File: config.mk
export PLATFORM = sky130hd
export DESIGN_NAME = pdc_path
export DESIGN_NICKNAME = d
export VERILOG_FILES = /design/src/pdc_pkg.sv /design/src/pdc_divider.sv /design/src/pdc_path.sv
export VERILOG_INCLUDE_DIRS = /design/src
export SDC_FILE = /design/constraint.sdc
export NUM_CORES = 1
export LEC_CHECK = 0
export ABC_AREA = 1
export BUFFER_PORTS_ARGS = -buffer_cell sky130_fd_sc_hd__clkbuf_2
export CORE_AREA = 2 2 119 121
export DETAILED_ROUTE_END_ITERATION = 8
export DIE_AREA = 0 0 121 123
export PLACE_DENSITY = 0.77
export SYNTH_ARGS = -nofsm -noshare
export SYNTH_HDL_FRONTEND = slang
export SYNTH_SLANG_ARGS = --single-unit
File: constraint.sdc
create_clock -name pclk -period 2.65 [get_ports pclk]
set_clock_uncertainty 0.05 [all_clocks]
set_input_delay 0.3975 -clock pclk [delete_from_list [all_inputs] [get_ports pclk]]
set_output_delay 0.3975 -clock pclk [all_outputs]
set_load 0.01 [all_outputs]
File: src/pdc_defines.svh
// Register offsets, field positions, reset values and field codes for the PLL divider path
`ifndef PDC_DEFINES_SVH
`define PDC_DEFINES_SVH
`define PDC_OFF_SRC       12'h000
`define PDC_OFF_RDIV      12'h004
`define PDC_OFF_LDIV      12'h008
`define PDC_OFF_POST      12'h00c
`define PDC_OFF_MODE      12'h010
`define PDC_OFF_STATUS    12'h014
`define PDC_SRC_RDIV_BIT  0
`define PDC_SRC_LOOP_BIT  1
`define PDC_SRC_PDL_BIT   2
`define PDC_SRC_PDR_BIT   3
`define PDC_MODE_FILT_BIT 0
`define PDC_MODE_FINE_BIT 1
`define PDC_MODE_DETO_BIT 2
`define PDC_MODE_RNG_BIT  3
`define PDC_MODE_KIND_BIT 4
`define PDC_MODE_XR_LSB   5
`define PDC_MODE_PUMP_LSB 8
`define PDC_XTAL_OFF_CODE 3'h7
`define PDC_PUMP_32UA     2'h3
`define PDC_RST_SRC       4'h2
`define PDC_RST_RDIV      12'h000
`define PDC_RST_LDIV      15'h0001
`define PDC_RST_POST      6'h00
`define PDC_RST_MODE      10'h000
`endif

File: src/pdc_pkg.sv
// Types shared by the PLL divider path
package pdc_pkg;
  typedef logic [1:0] pdc_post_code_type;
  typedef logic [2:0] pdc_post_mod_type;
endpackage

File: src/pdc_divider.sv
// Modulus-N clock-enable divider that reloads its modulus only at terminal count
`timescale 1ns/1ps
`default_nettype none
module pdc_divider #(
  parameter int WIDTH = 12
) (
  input  wire logic             pclk,
  input  wire logic             presetn,
  input  wire logic             tick_in,
  input  wire logic [WIDTH-1:0] modulus,
  output logic                  tick_out
);
  logic [WIDTH-1:0] count_reg;
  logic [WIDTH-1:0] active_reg;

  if (WIDTH < 1 || WIDTH > 16) begin : g_width_check
    $error("pdc_divider: WIDTH out of range");
  end

  // Modulus field value m divides by m+1; new value taken only at wrap
  always_ff @(posedge pclk or negedge presetn) begin
    if (!presetn) begin
      count_reg  <= '0;
      active_reg <= '0;
    end else if (tick_in) begin
      if (count_reg >= active_reg) begin
        count_reg  <= '0;
        active_reg <= modulus;
      end else begin
        count_reg <= count_reg + 1'b1;
      end
    end
  end

  assign tick_out = tick_in && (count_reg >= active_reg);
endmodule
`default_nettype wire

File: src/pdc_path.sv
// PLL divider and source-selection path with APB configuration registers
`timescale 1ns/1ps
`default_nettype none
`include "pdc_defines.svh"
module pdc_path
  import pdc_pkg::*;
(
  input  wire logic        pclk,
  input  wire logic        presetn,
  input  wire logic        psel,
  input  wire logic        penable,
  input  wire logic        pwrite,
  input  wire logic [11:0] paddr,
  input  wire logic [31:0] pwdata,
  output logic      [31:0] prdata,
  output logic             pready,
  output logic             pslverr,
  input  wire logic        xtal_tick,
  input  wire logic        ref_pin,
  input  wire logic        vco_tick,
  input  wire logic        return_clock_pin,
  output logic             pd_lhs_out,
  output logic             pd_rhs_out,
  output logic             clk_out_tick,
  output logic             outboard_filter_sel,
  output logic             xtal_fine_tune_en,
  output logic             xtal_detector_off,
  output logic             osc_range_sel,
  output logic [2:0]       xtal_ratio_code,
  output logic             oscillator_kind_sel,
  output logic [1:0]       pump_current_range,
  output logic             xtal_osc_off,
  output logic             pump_range_32ua
);
  logic [3:0]  src_reg;
  logic [11:0] rdiv_modulus_reg;
  logic [14:0] loop_div_modulus_reg;
  logic [5:0]  post_reg;
  logic [9:0]  mode_reg;
  logic [31:0] prdata_reg;
  logic        ref_meta_reg;
  logic        ref_sync_reg;
  logic        ref_prev_reg;
  logic        ret_meta_reg;
  logic        ret_sync_reg;
  logic        ret_prev_reg;
  logic        ref_tick;
  logic        ret_tick;
  logic        rdiv_in;
  logic        rdiv_tick;
  logic        post_stage_one_code_tick;
  logic        post_stage_two_code_tick;
  logic        post_stage_three_code_tick;
  logic        loop_in;
  logic        loop_tick;
  logic        wr_en;
  logic        rd_en;
  logic        addr_ok;
  logic        rdiv_source_sel;
  logic        loop_div_source_sel;
  logic        pd_lhs_input_sel;
  logic        pd_rhs_input_sel;

  // Post stage code to modulus-minus-one: codes 0..3 give 0,1,2,3, so a stage divides by 1,2,3,4
  function automatic logic [2:0] pdc_stage_mod(input pdc_post_code_type code);
    pdc_stage_mod = {1'b0, code};
  endfunction

  assign addr_ok = (paddr == `PDC_OFF_SRC) || (paddr == `PDC_OFF_RDIV) || (paddr == `PDC_OFF_LDIV) ||
                   (paddr == `PDC_OFF_POST) || (paddr == `PDC_OFF_MODE) || (paddr == `PDC_OFF_STATUS);
  assign wr_en   = psel && penable && pwrite && addr_ok;
  assign rd_en   = psel && !penable && !pwrite;
  assign pready  = 1'b1;
  assign pslverr = psel && penable && !addr_ok;
  assign prdata  = prdata_reg;

  // Configuration writes land at the access-phase edge
  always_ff @(posedge pclk or negedge presetn) begin
    if (!presetn) begin
      src_reg              <= `PDC_RST_SRC;
      rdiv_modulus_reg     <= `PDC_RST_RDIV;
      loop_div_modulus_reg <= `PDC_RST_LDIV;
      post_reg             <= `PDC_RST_POST;
      mode_reg             <= `PDC_RST_MODE;
    end else if (wr_en) begin
      unique case (paddr)
        `PDC_OFF_SRC:  src_reg              <= pwdata[3:0];
        `PDC_OFF_RDIV: rdiv_modulus_reg     <= pwdata[11:0];
        `PDC_OFF_LDIV: loop_div_modulus_reg <= pwdata[14:0];
        `PDC_OFF_POST: post_reg             <= pwdata[5:0];
        `PDC_OFF_MODE: mode_reg             <= pwdata[9:0];
        default:       mode_reg             <= mode_reg;
      endcase
    end
  end

  // Read data registered in the setup cycle, valid in the access phase
  always_ff @(posedge pclk or negedge presetn) begin
    if (!presetn) begin
      prdata_reg <= 32'h0000_0000;
    end else if (rd_en) begin
      unique case (paddr)
        `PDC_OFF_SRC:    prdata_reg <= {28'h0, src_reg};
        `PDC_OFF_RDIV:   prdata_reg <= {20'h0, rdiv_modulus_reg};
        `PDC_OFF_LDIV:   prdata_reg <= {17'h0, loop_div_modulus_reg};
        `PDC_OFF_POST:   prdata_reg <= {26'h0, post_reg};
        `PDC_OFF_MODE:   prdata_reg <= {22'h0, mode_reg};
        `PDC_OFF_STATUS: prdata_reg <= {28'h0, pump_range_32ua, xtal_osc_off, pd_rhs_out, pd_lhs_out};
        default:         prdata_reg <= 32'h0000_0000;
      endcase
    end
  end

  // Pin inputs pass two flops, then a rising-edge detect on the second
  always_ff @(posedge pclk or negedge presetn) begin
    if (!presetn) begin
      ref_meta_reg <= 1'b0;
      ref_sync_reg <= 1'b0;
      ref_prev_reg <= 1'b0;
      ret_meta_reg <= 1'b0;
      ret_sync_reg <= 1'b0;
      ret_prev_reg <= 1'b0;
    end else begin
      ref_meta_reg <= ref_pin;
      ref_sync_reg <= ref_meta_reg;
      ref_prev_reg <= ref_sync_reg;
      ret_meta_reg <= return_clock_pin;
      ret_sync_reg <= ret_meta_reg;
      ret_prev_reg <= ret_sync_reg;
    end
  end

  assign ref_tick = ref_sync_reg && !ref_prev_reg;
  assign ret_tick = ret_sync_reg && !ret_prev_reg;

  assign rdiv_source_sel     = src_reg[`PDC_SRC_RDIV_BIT];
  assign loop_div_source_sel = src_reg[`PDC_SRC_LOOP_BIT];
  assign pd_lhs_input_sel    = src_reg[`PDC_SRC_PDL_BIT];
  assign pd_rhs_input_sel    = src_reg[`PDC_SRC_PDR_BIT];

  assign rdiv_in = rdiv_source_sel ? ref_tick : xtal_tick;

  pdc_divider #(.WIDTH(12)) u_rdiv (
    .pclk     (pclk),
    .presetn  (presetn),
    .tick_in  (rdiv_in),
    .modulus  (rdiv_modulus_reg),
    .tick_out (rdiv_tick)
  );

  // Three cascaded post stages give the product of their moduli
  pdc_divider #(.WIDTH(3)) u_post_stage_one_code (
    .pclk     (pclk),
    .presetn  (presetn),
    .tick_in  (vco_tick),
    .modulus  (pdc_stage_mod(post_reg[1:0])),
    .tick_out (post_stage_one_code_tick)
  );

  pdc_divider #(.WIDTH(3)) u_post_stage_two_code (
    .pclk     (pclk),
    .presetn  (presetn),
    .tick_in  (post_stage_one_code_tick),
    .modulus  (pdc_stage_mod(post_reg[3:2])),
    .tick_out (post_stage_two_code_tick)
  );

  pdc_divider #(.WIDTH(3)) u_post_stage_three_code (
    .pclk     (pclk),
    .presetn  (presetn),
    .tick_in  (post_stage_two_code_tick),
    .modulus  (pdc_stage_mod(post_reg[5:4])),
    .tick_out (post_stage_three_code_tick)
  );

  assign clk_out_tick = post_stage_three_code_tick;
  assign loop_in = loop_div_source_sel ? vco_tick : post_stage_three_code_tick;

  pdc_divider #(.WIDTH(15)) u_ldiv (
    .pclk     (pclk),
    .presetn  (presetn),
    .tick_in  (loop_in),
    .modulus  (loop_div_modulus_reg),
    .tick_out (loop_tick)
  );

  assign pd_lhs_out = pd_lhs_input_sel ? ref_tick : rdiv_tick;
  assign pd_rhs_out = pd_rhs_input_sel ? ret_tick : loop_tick;

  assign outboard_filter_sel = mode_reg[`PDC_MODE_FILT_BIT];
  assign xtal_fine_tune_en   = mode_reg[`PDC_MODE_FINE_BIT];
  assign xtal_detector_off   = mode_reg[`PDC_MODE_DETO_BIT];
  assign osc_range_sel       = mode_reg[`PDC_MODE_RNG_BIT];
  assign oscillator_kind_sel = mode_reg[`PDC_MODE_KIND_BIT];
  assign xtal_ratio_code     = mode_reg[`PDC_MODE_XR_LSB +: 3];
  assign pump_current_range  = mode_reg[`PDC_MODE_PUMP_LSB +: 2];
  assign xtal_osc_off        = (xtal_ratio_code == `PDC_XTAL_OFF_CODE);
  assign pump_range_32ua     = (pump_current_range == `PDC_PUMP_32UA);
endmodule
`default_nettype wire

* Word-level counts from Yosys, hierarchy flattened
Cells that the tools add are included.
W data, S select, Z words.
** Storage, ports and cells
- Bits in registers :: 154
- Output and inout bits :: 49
- Logic and storage cells :: 83
** Operators by class
- Add/subtract/negate cells :: 5
- Magnitude comparators :: 5
- Equal/unequal tests :: 7
- Multiplexer cells :: 10
- Reduce and logical (&&, ||, !) cells :: 34
** Operators by type and width (count)
- $pmux W15 S6 :: 1
- $eq A12 B4 Y1 const B :: 2
- $eq A12 B5 Y1 const B :: 2
- $reduce_and A2 Y1 :: 10
- $add A15 B1 Y15 const B :: 1
- $ge A15 B15 Y1 :: 1
- $mux W15 :: 1
- $logic_and A1 B1 Y1 :: 13
- $add A12 B1 Y12 const B :: 1
- $eq A12 B3 Y1 const B :: 1
- $ge A12 B12 Y1 :: 1
- $logic_not A12 Y1 :: 1
- $mux W12 :: 1
- $add A3 B1 Y3 const B :: 3
- $ge A3 B2 Y1 :: 3
- $mux W3 :: 3
- $logic_not A1 Y1 :: 5
- $logic_or A1 B1 Y1 :: 5
- $mux W1 :: 4
- $eq A3 B3 Y1 const B :: 1
- $eq A2 B2 Y1 const B :: 1

* Longest topological paths before layout
Gate-level depths: netlist of the first run.
- Depth in word-level cells :: 8
- Mapped depth :: 17

* By module
From an unflattened synthesis of the first run, not the netlist that was laid out.
** Unflattened totals
- Cells, all modules :: 989
- Area, all modules :: 7905.1 µm²
** Modules (own cells, without submodules)
- pdc_path :: times used 1, cells each 430, area an instance 3462.1 µm²
- pdc_divider (u_ldiv) :: times used 1, cells each 244, area an instance 1871.8 µm²
- pdc_divider (u_rdiv) :: times used 1, cells each 186, area an instance 1440.1 µm²
- pdc_divider (u_post_stage_one_code ...) :: times used 2, cells each 43, area an instance 375.4 µm²
- pdc_divider (u_post_stage_two_code) :: times used 1, cells each 43, area an instance 380.4 µm²

* Worst setup path after synthesis of the first run
Ideal clock, no wire load.
- Path kind :: flip-flop to output port
- Start :: register u_post_stage_one_code.count_reg[0]
- End :: output port pd_rhs_out
- Arrival :: 1746 ps
- Setup slack :: 456 ps
- Cell stages (with the launch flop) :: 12
- Path buffers :: 1
- Cells stage by stage :: dfrtp_1 > inv_1 > ha_1 > inv_1 > nand2_1 > nand2_1 > a21oi_4 > nand4_2 > nand2_4 > nand2_2 > buf_6 > a21boi_0
** Between the ends
- Longest elaborated chain between the ends :: 7
** Ends and longest elaborated chain
- start, declared :: line pdc_divider.sv:13 : logic [WIDTH-1:0] count_reg;
- start signal, assigned :: line pdc_divider.sv:30 : count_reg <= count_reg + 1'b1;
- $ge A3 B2 Y1 :: line pdc_divider.sv:35 : assign tick_out = tick_in && (count_reg >= active_reg);
- $logic_and A1 B1 Y1 (3 in series) :: line pdc_divider.sv:35
- $mux W1 :: line pdc_path.sv:177 : assign loop_in = loop_div_source_sel ? vco_tick : post_stage_three_code_tick;
- $logic_and A1 B1 Y1 :: line pdc_divider.sv:35
- $mux W1 :: line pdc_path.sv:188 : assign pd_rhs_out = pd_rhs_input_sel ? ret_tick : loop_tick;
- end, declared :: line pdc_path.sv:23 : output logic pd_rhs_out,
Every way passes these cells.

* Worst setup path after layout of the first run
- Start :: register u_rdiv.active_reg[11]
- End :: output port pd_lhs_out
** Between the ends
- Longest elaborated chain between the ends :: 3
** Ends and longest elaborated chain
- start, declared :: line pdc_divider.sv:14 : logic [WIDTH-1:0] active_reg;
- start signal, assigned :: line pdc_divider.sv:28 : active_reg <= modulus;
- $ge A12 B12 Y1 :: line pdc_divider.sv:35
- $logic_and A1 B1 Y1 :: line pdc_divider.sv:35
- $mux W1 :: line pdc_path.sv:187 : assign pd_lhs_out = pd_lhs_input_sel ? ref_tick : rdiv_tick;
- end, declared :: line pdc_path.sv:22 : output logic pd_lhs_out,
Every way passes these cells.

==> metrics.cfg, run 1 <==
[outcome]
run_status = complete, no violations

[placed_design]
dp_hpwl_mm = 12.0
gp_congestion = 0.945
dpl_cell_area_sq_um = 7760
portBuffers = 66

[floorplan]
rows = 43
io_pins = 102
start_util_pct = 53.7
coreArea_sq_um = 13600
die_x_um = 121
die_h_um = 123
die_area_sq_um = 14900

[power_and_ir_drop]
finalPower_mw = 5.57
power_density_nw_per_um2 = 652
sequentialPowerShare_pct = 41.8
p_leak_nw = 4.27
power_switching_mw = 1.60
switching_share_pct = 28.7
combPwrFrac_pct = 18.4
p_int_mw = 3.98
peakVddDrop_mv = 0.590
pwr-share-clk_pct = 39.8

[worst_hold_path]
hold_path.class = in -> reg
min-delay-start = ref_pin
whs_endpoint = ref_meta_reg
hold_path_depth = 1

[setup_path]
cp_cell_sequence = inv_1 -> ha_1 -> a21oi_2 -> o21ai_0 -> nor2_1 -> nand2_1 -> nand3_1 -> nand2_2 -> clkbuf_2
required_ps = 2200
path_buf_inv = 2
slowest_stage = dfrtp_1
critical_path.reg2reg.startpoint = u_ldiv.active_reg[14]
r2r-end = u_ldiv.count_reg[7]
worstRegToRegCells = 11
crit_type = reg -> out
critPathMaxFanout = 3
cpLargestDelayFamily = simple AND/OR/NAND/NOR gates
arrival_ps = 2100
slowest_delay_ps = 350
cp-start-kind = flop
r2r_setup_slack_ps = 390
cp-end-kind = primary output

[synth]
synth_warnings = 0
ys_ff_latch = 137
yosysTopAreaCell = dfrtp_1
synth_top_cell_area_share_pct = 46.2
netlist_area_sq_um = 7310
synth_flop_cell = dfrtp_1
async_flop_share_pct = 100
synth-seq-area-share_pct = 46.9
syn_inst = 870
yosysUniqueCellTypes = 44
synth_edf_count = 0
ys_top_cells_by_area = dfrtp_1 (46%), nand2_1 (11%), ha_1 (6.5%), inv_1 (6.5%), o21ai_0 (4.2%)
syn_avg_cell_area_sq_um = 8.40

[layout]
final_core_util_pct = 62.8
regArea_sq_um = 3440
multiInputGateArea_sq_um = 3240
fin_area_sq_um = 8550
mostFrequentLayoutCells = nand2_1 (218), dfrtp_1 (131), inv_1 (126)
post_route_cells_drive_above_1_share_pct = 21.8
nets = 1058
n_antenna_cell = 0
nFillCells = 1123
synthToLayoutAreaGrowth_pct = 16.9
layout_commonest_cell = nand2_1

[clock_network]
h-tree-depth = 4
cts_buffer_depth = 2
numClockSinks = 137
cts_buffers = 17
path_clk_slew_ps = 60
cts_root_buf = clkbuf_16
clock_latency_ps = 420
tritoncts = yes

[global_routing]
grt_overflow = 0
antenna_found_initial = 0
grt_max_degree = 50
busiest_layer = met2
grt_use_met3_pct = 4.38
grt_first_pass_wirelength_mm = 27.2
grt_pass1_vias = 5730
grt_usage_pct = 23.6
use_met1_pct = 30.2
gr-usage-met2_pct = 38.3

[routing]
num_vias = 5899
first_pass_iters = 5
drt_iter0_drc = 346
ant_nets = 0
drc = 0
totalWireLength_mm = 16.4
vias_per_cell = 5.09
wl_per_cell_um = 14.2

[timing]
finalMaxSlewViolations = 0
setup_viol = 0
post-route-period-util_pct = 96.3
finalHoldViolations = 0
worst_pin_slew_ps = 567
fin_crit_ps = 2550
fin_setup_tns_ps = 0
clock.fmax_mhz = 392
slew_headroom_pct = 62.1
grt_setup_unrepaired = true

[run]
cap_violations = 0

## metrics by stage
stage	setup WS, ps	std cells	hold WS, ps
4_1_cts	13.7	1141	12.8
6_report	97.6	1159	29.1
2_1_floorplan	456	886	51.9
3_5_place_dp	311	1107	228
5_1_grt	-38.1	1159	20.3
3_3_place_gp	328	1107	231
## what timing repair did
action | in CTS | in global routing
pin swaps | 2 | 9
buffers inserted | 2 | 18
gates cloned | 0 | 0
hold buffers | 1 | 0
resized for setup | 3 | 17
endpoints found under the hold margin | 24 | 0
endpoints found under the setup margin | 1 | 3
## area by class of cell
cell class              count  area share [%]
flip-flops and latches    137            40.2
multi-input cells         581            37.9
repair buffers             98            6.92
inverters                 132            5.80
clock buffers              24            5.75
well taps                 180            2.63
clock inverters             7           0.790
## cell families after synthesis
group | count (synthesis) | share of synthesized area, %
simple gates | 359 | 21.6
fa+ha+maj | 38 | 6.50
xor+xnor | 9 | 1.08
flops | 137 | 46.9
compound gates | 156 | 13.1
other cells | 2 | 0.103
mux | 1 | 0.154
buf+inv | 168 | 10.5
## how the worst max path moves through the flow
stage          cells after the start  slack, ps         end                                from
2_1_floorplan                     11        460  pd_rhs_out  u_post_stage_one_code.count_reg[0]
6_report                           9        100  pd_lhs_out               u_rdiv.active_reg[11]
3_5_place_dp                      11        310  pd_rhs_out  u_post_stage_one_code.count_reg[0]
4_1_cts                           10         10  pd_rhs_out                u_ldiv.count_reg[14]
3_3_place_gp                      11        330  pd_rhs_out  u_post_stage_one_code.count_reg[0]
5_1_grt                            9        -40  pd_rhs_out                 u_ldiv.count_reg[2]
## cell usage after synthesis, types with 5 or more instances
library cell  count
nand2_1         222
dfrtp_1         135
inv_1           126
o21ai_0          62
nor2_1           57
ha_1             38
o21ai_2          27
nand3_1          24
a21oi_1          23
buf_4            18
o21ai_1          17
nand2_2          16
nor3_1           13
buf_6             8
o31ai_1           8
inv_2             6
o22ai_1           6
xor2_1            6
buf_2             5
clkbuf_1          5
nand4_1           5
nor2_2            5
## worst reg2reg max path, cell delays in order (launching register included)
cell       delay (ps)
dfrtp_1           340
inv_1              40
ha_1              300
a21o_1            180
nor2_1            100
nand2_1            90
nor2_1            130
nand2_2           120
nand2_4           110
buf_4             330
nand2_1           160
a2bb2oi_1         220
## power groups by stage
stage | combinational (mW) | sequential, mW | clock (mW)
floorplan | 0.644 | 2.33 | 0
CTS | 0.895 | 2.33 | 2.26
global placement | 0.843 | 2.36 | 0
global route | 1.19 | 2.35 | 2.34
finish | 1.02 | 2.33 | 2.22
detailed placement | 0.875 | 2.36 | 0
## layer usage
metal  wire length, um  part of all wire, %
met4               611                  3.7
met5                 0                    0
met2              8050                   49
met1              7160                   44
met3               605                  3.7
(Power assumes the default switching activity.)
==> run 2, diff against run 1 <==
ABC_AREA = not set   (was 1)
CORE_AREA = 2 2 116 118   (was 2 2 119 121)
CTS_BUF_LIST = sky130_fd_sc_hd__clkbuf_16   (was not set)
DIE_AREA = 0 0 118 120   (was 0 0 121 123)
==> metrics.cfg, run 2 <==
[outcome]
run_status = finished with violations
violations = negative setup slack

[setup_path]
crit_type = reg -> out
required_ps = 2200  ; about the same
arrival_ps = 2320  ; +220 ps
cp-end-kind = primary output
critPathMaxFanout = 2  ; -1
cp-start-kind = flop

[synth]
synth_top_cell_area_share_pct = 48.7  ; +2.5 points
synth_edf_count = 0  ; unchanged
ys_ff_latch = 137  ; unchanged
yosysTopAreaCell = dfrtp_1
syn_avg_cell_area_sq_um = 10.5  ; +25%
netlist_area_sq_um = 6930  ; -5.2%
syn_inst = 662  ; -24%
synth_flop_cell = dfrtp_1
synth-seq-area-share_pct = 49.5  ; +2.6 points
synth_warnings = 0  ; unchanged
yosysUniqueCellTypes = 53  ; +20%
ys_top_cells_by_area = dfrtp_1 (49%), mux2_2 (7.8%), ha_1 (6.9%), o21ai_0 (3.8%), nand2_1 (3.2%)
yosysMostFrequentCell = dfrtp_1
synth_commonest_cells = dfrtp_1 (135), nand2_1 (59), o21ai_0 (53)
async_flop_share_pct = 100  ; unchanged

[power_and_ir_drop]
peakVddDrop_mv = 0.628  ; +6.3%
sequentialPowerShare_pct = 42.8  ; +1.0 points
p_leak_nw = 4.27  ; about the same
power_density_nw_per_um2 = 641  ; -1.8%
switching_share_pct = 25.4  ; -3.2 points
combPwrFrac_pct = 10.6  ; -7.8 points
p_int_mw = 4.02  ; +1.1%
power_switching_mw = 1.37  ; -14%
pwr-share-clk_pct = 46.6  ; +6.8 points

[timing]
finalHoldViolations = 0  ; unchanged
grt_setup_unrepaired = true
fin_crit_ps = 2770  ; +220 ps
clock.fmax_mhz = 361  ; -7.9%
worst_slack_ps = -122  ; -220 ps
slew_headroom_pct = 60.7  ; -1.4 points
worst_pin_slew_ps = 589  ; +22.4 ps
setup_viol = 2  ; +2
finalMaxSlewViolations = 0  ; unchanged
fin_setup_tns_ps = -172  ; -172 ps
post-route-period-util_pct = 105  ; +8.3 points

[clock_network]
cts_buffer_depth = 2  ; unchanged
tritoncts = yes
path_clk_slew_ps = 60  ; about the same
cts_root_buf = clkbuf_16
h-tree-depth = 4  ; unchanged
clock_latency_ps = 420  ; about the same
numClockSinks = 137  ; unchanged
cts_buffers = 17  ; unchanged

[floorplan]
io_pins = 102  ; unchanged
coreArea_sq_um = 13000  ; -4.6%
die_x_um = 118  ; -2.5%
rows = 42  ; -2.3%
die_h_um = 120  ; -2.4%
start_util_pct = 53.4  ; -0.31 points
die_area_sq_um = 14200  ; -4.9%

[global_routing]
grt_max_degree = 65  ; +30%
grt_pass1_vias = 5508  ; -3.9%
grt_overflow = 0  ; unchanged
antenna_found_initial = 0  ; unchanged
grt_usage_pct = 24.4  ; +0.73 points
grt_first_pass_wirelength_mm = 27.2  ; about the same

[routing]
drt_iter0_drc = 364  ; +5.2%
drc = 0  ; unchanged
wl_per_cell_um = 17.7  ; +25%
totalWireLength_mm = 16.9  ; +2.7%
first_pass_iters = 5  ; unchanged
ant_nets = 0  ; unchanged
vias_per_cell = 5.76  ; +13%
num_vias = 5490  ; -6.9%

[layout]
regArea_sq_um = 3430  ; -0.15%
layout_commonest_cell = dfrtp_1
post_route_cells_drive_above_1_share_pct = 29.0  ; +7.2 points
synthToLayoutAreaGrowth_pct = 21.4
mostFrequentLayoutCells = dfrtp_1 (135), clkbuf_2 (63), nand2_1 (56)
multiInputGateArea_sq_um = 3280  ; +1.2%
nets = 855  ; -19%
n_antenna_cell = 0  ; unchanged
nFillCells = 966  ; -14%
final_core_util_pct = 64.8  ; +2.0 points

[worst_hold_path]
hold_path.class = in -> reg

[run]
cap_violations = 0  ; unchanged

[placed_design]
portBuffers = 66  ; unchanged
dp_hpwl_mm = 11.4  ; -5.0%
gp_congestion = 0.881  ; -6.8%

## run 2: cell types whose count changed after synthesis, moves of 11 or more
cell	before	now
mux2_2	1	48
clkbuf_1	5	19
nand2_2	16	0
nand2_1	222	59
nor2_1	57	46
nand3_1	24	43
xnor2_1	3	15
o21ai_2	27	0
inv_1	126	39
o21ai_1	17	0
## run 2: worst max-delay path: stages (launching register included)
cell,delay (ps)
dfrtp_1,370
inv_1,120
ha_4,220
a21o_1,180
a211o_1,320
a41oi_2,240
o41ai_4,130
nand2_2,120
o21ai_2,60
buf_2,140
## run 2: stage by stage
stage | cells | setup WS, ps | hold slack [ps] | total power, mW | instance area, sq um
2_1_floorplan | 678 | -10.6 | 51.9 | 2.60 | 6990
3_3_place_gp | 904 | 6.97 | 286 | 2.76 | 7540
3_5_place_dp | 904 | -11.6 | 290 | 2.79 | 7540
4_1_cts | 948 | -227 | 17.3 | 5.32 | 8280
5_1_grt | 953 | -205 | 12.9 | 5.58 | 8410
6_report | 953 | -122 | 32.6 | 5.39 | 8410
## run 2: power by group through the flow
stage	clock (mW)	sequential, mW	combinational (mW)
2_1_floorplan	0	2.32	0.286
3_3_place_gp	0	2.33	0.423
3_5_place_dp	0	2.34	0.452
4_1_cts	2.53	2.29	0.502
5_1_grt	2.63	2.31	0.637
6_report	2.51	2.31	0.573
## run 2: timing repair
action / 4_1_cts / 5_1_grt
endpoints found under the hold margin: 58 / 0
hold buffers: 1 / 0
gates resized for setup: 6 / 17
pin swaps: 7 / 17
buffers inserted: 11 / 7
endpoints found under the setup margin: 2 / 3
## run 2: final timing paths
kind | startpoint | cells past startpoint | slack [ps] | end
setup / recovery | u_ldiv.active_reg[4] | 9 | -120 | pd_rhs_out
hold / removal | return_clock_pin | 1 | 30 | ret_meta_reg
setup reg to reg | u_rdiv.count_reg[4] | 11 | 140 | u_rdiv.active_reg[0]
hold reg to reg | ref_meta_reg | 0 | 300 | ref_sync_reg
max in group asynchronous | presetn | 3 | 1420 | u_rdiv.active_reg[10]
min in group asynchronous | presetn | 2 | 490 | u_post_stage_two_code.count_reg[0]
## run 2: layout make-up
type,instances,area share (%)
clock inverters,15,2.39
repair buffers,110,8.45
multi-input cells,459,39.0
flip-flops and latches,137,40.8
clock buffers,17,5.06
inverters,39,1.74
well taps,176,2.62
## run 2: routing by layer
layer  vias to the layer above  part of all wire (%)  global-route usage, %
met1                      2754                    42                   29.7
met3                        38                   5.4                   6.89
met4                         0                   2.9                   11.2
met2                       189                    50                   40.3
met5                         -                     0                      0
li1                       2509                     -                      -
## run 2: kinds of logic after synthesis
logic type      Yosys count  share of synthesized area (%)
xor+xnor                 20                           2.53
buf+inv                  82                           5.80
compound gates          107                           9.69
mux                      62                           10.5
other cells               2                          0.108
fa+ha+maj                38                           6.86
simple gates            214                           15.0
flops                   137                           49.5
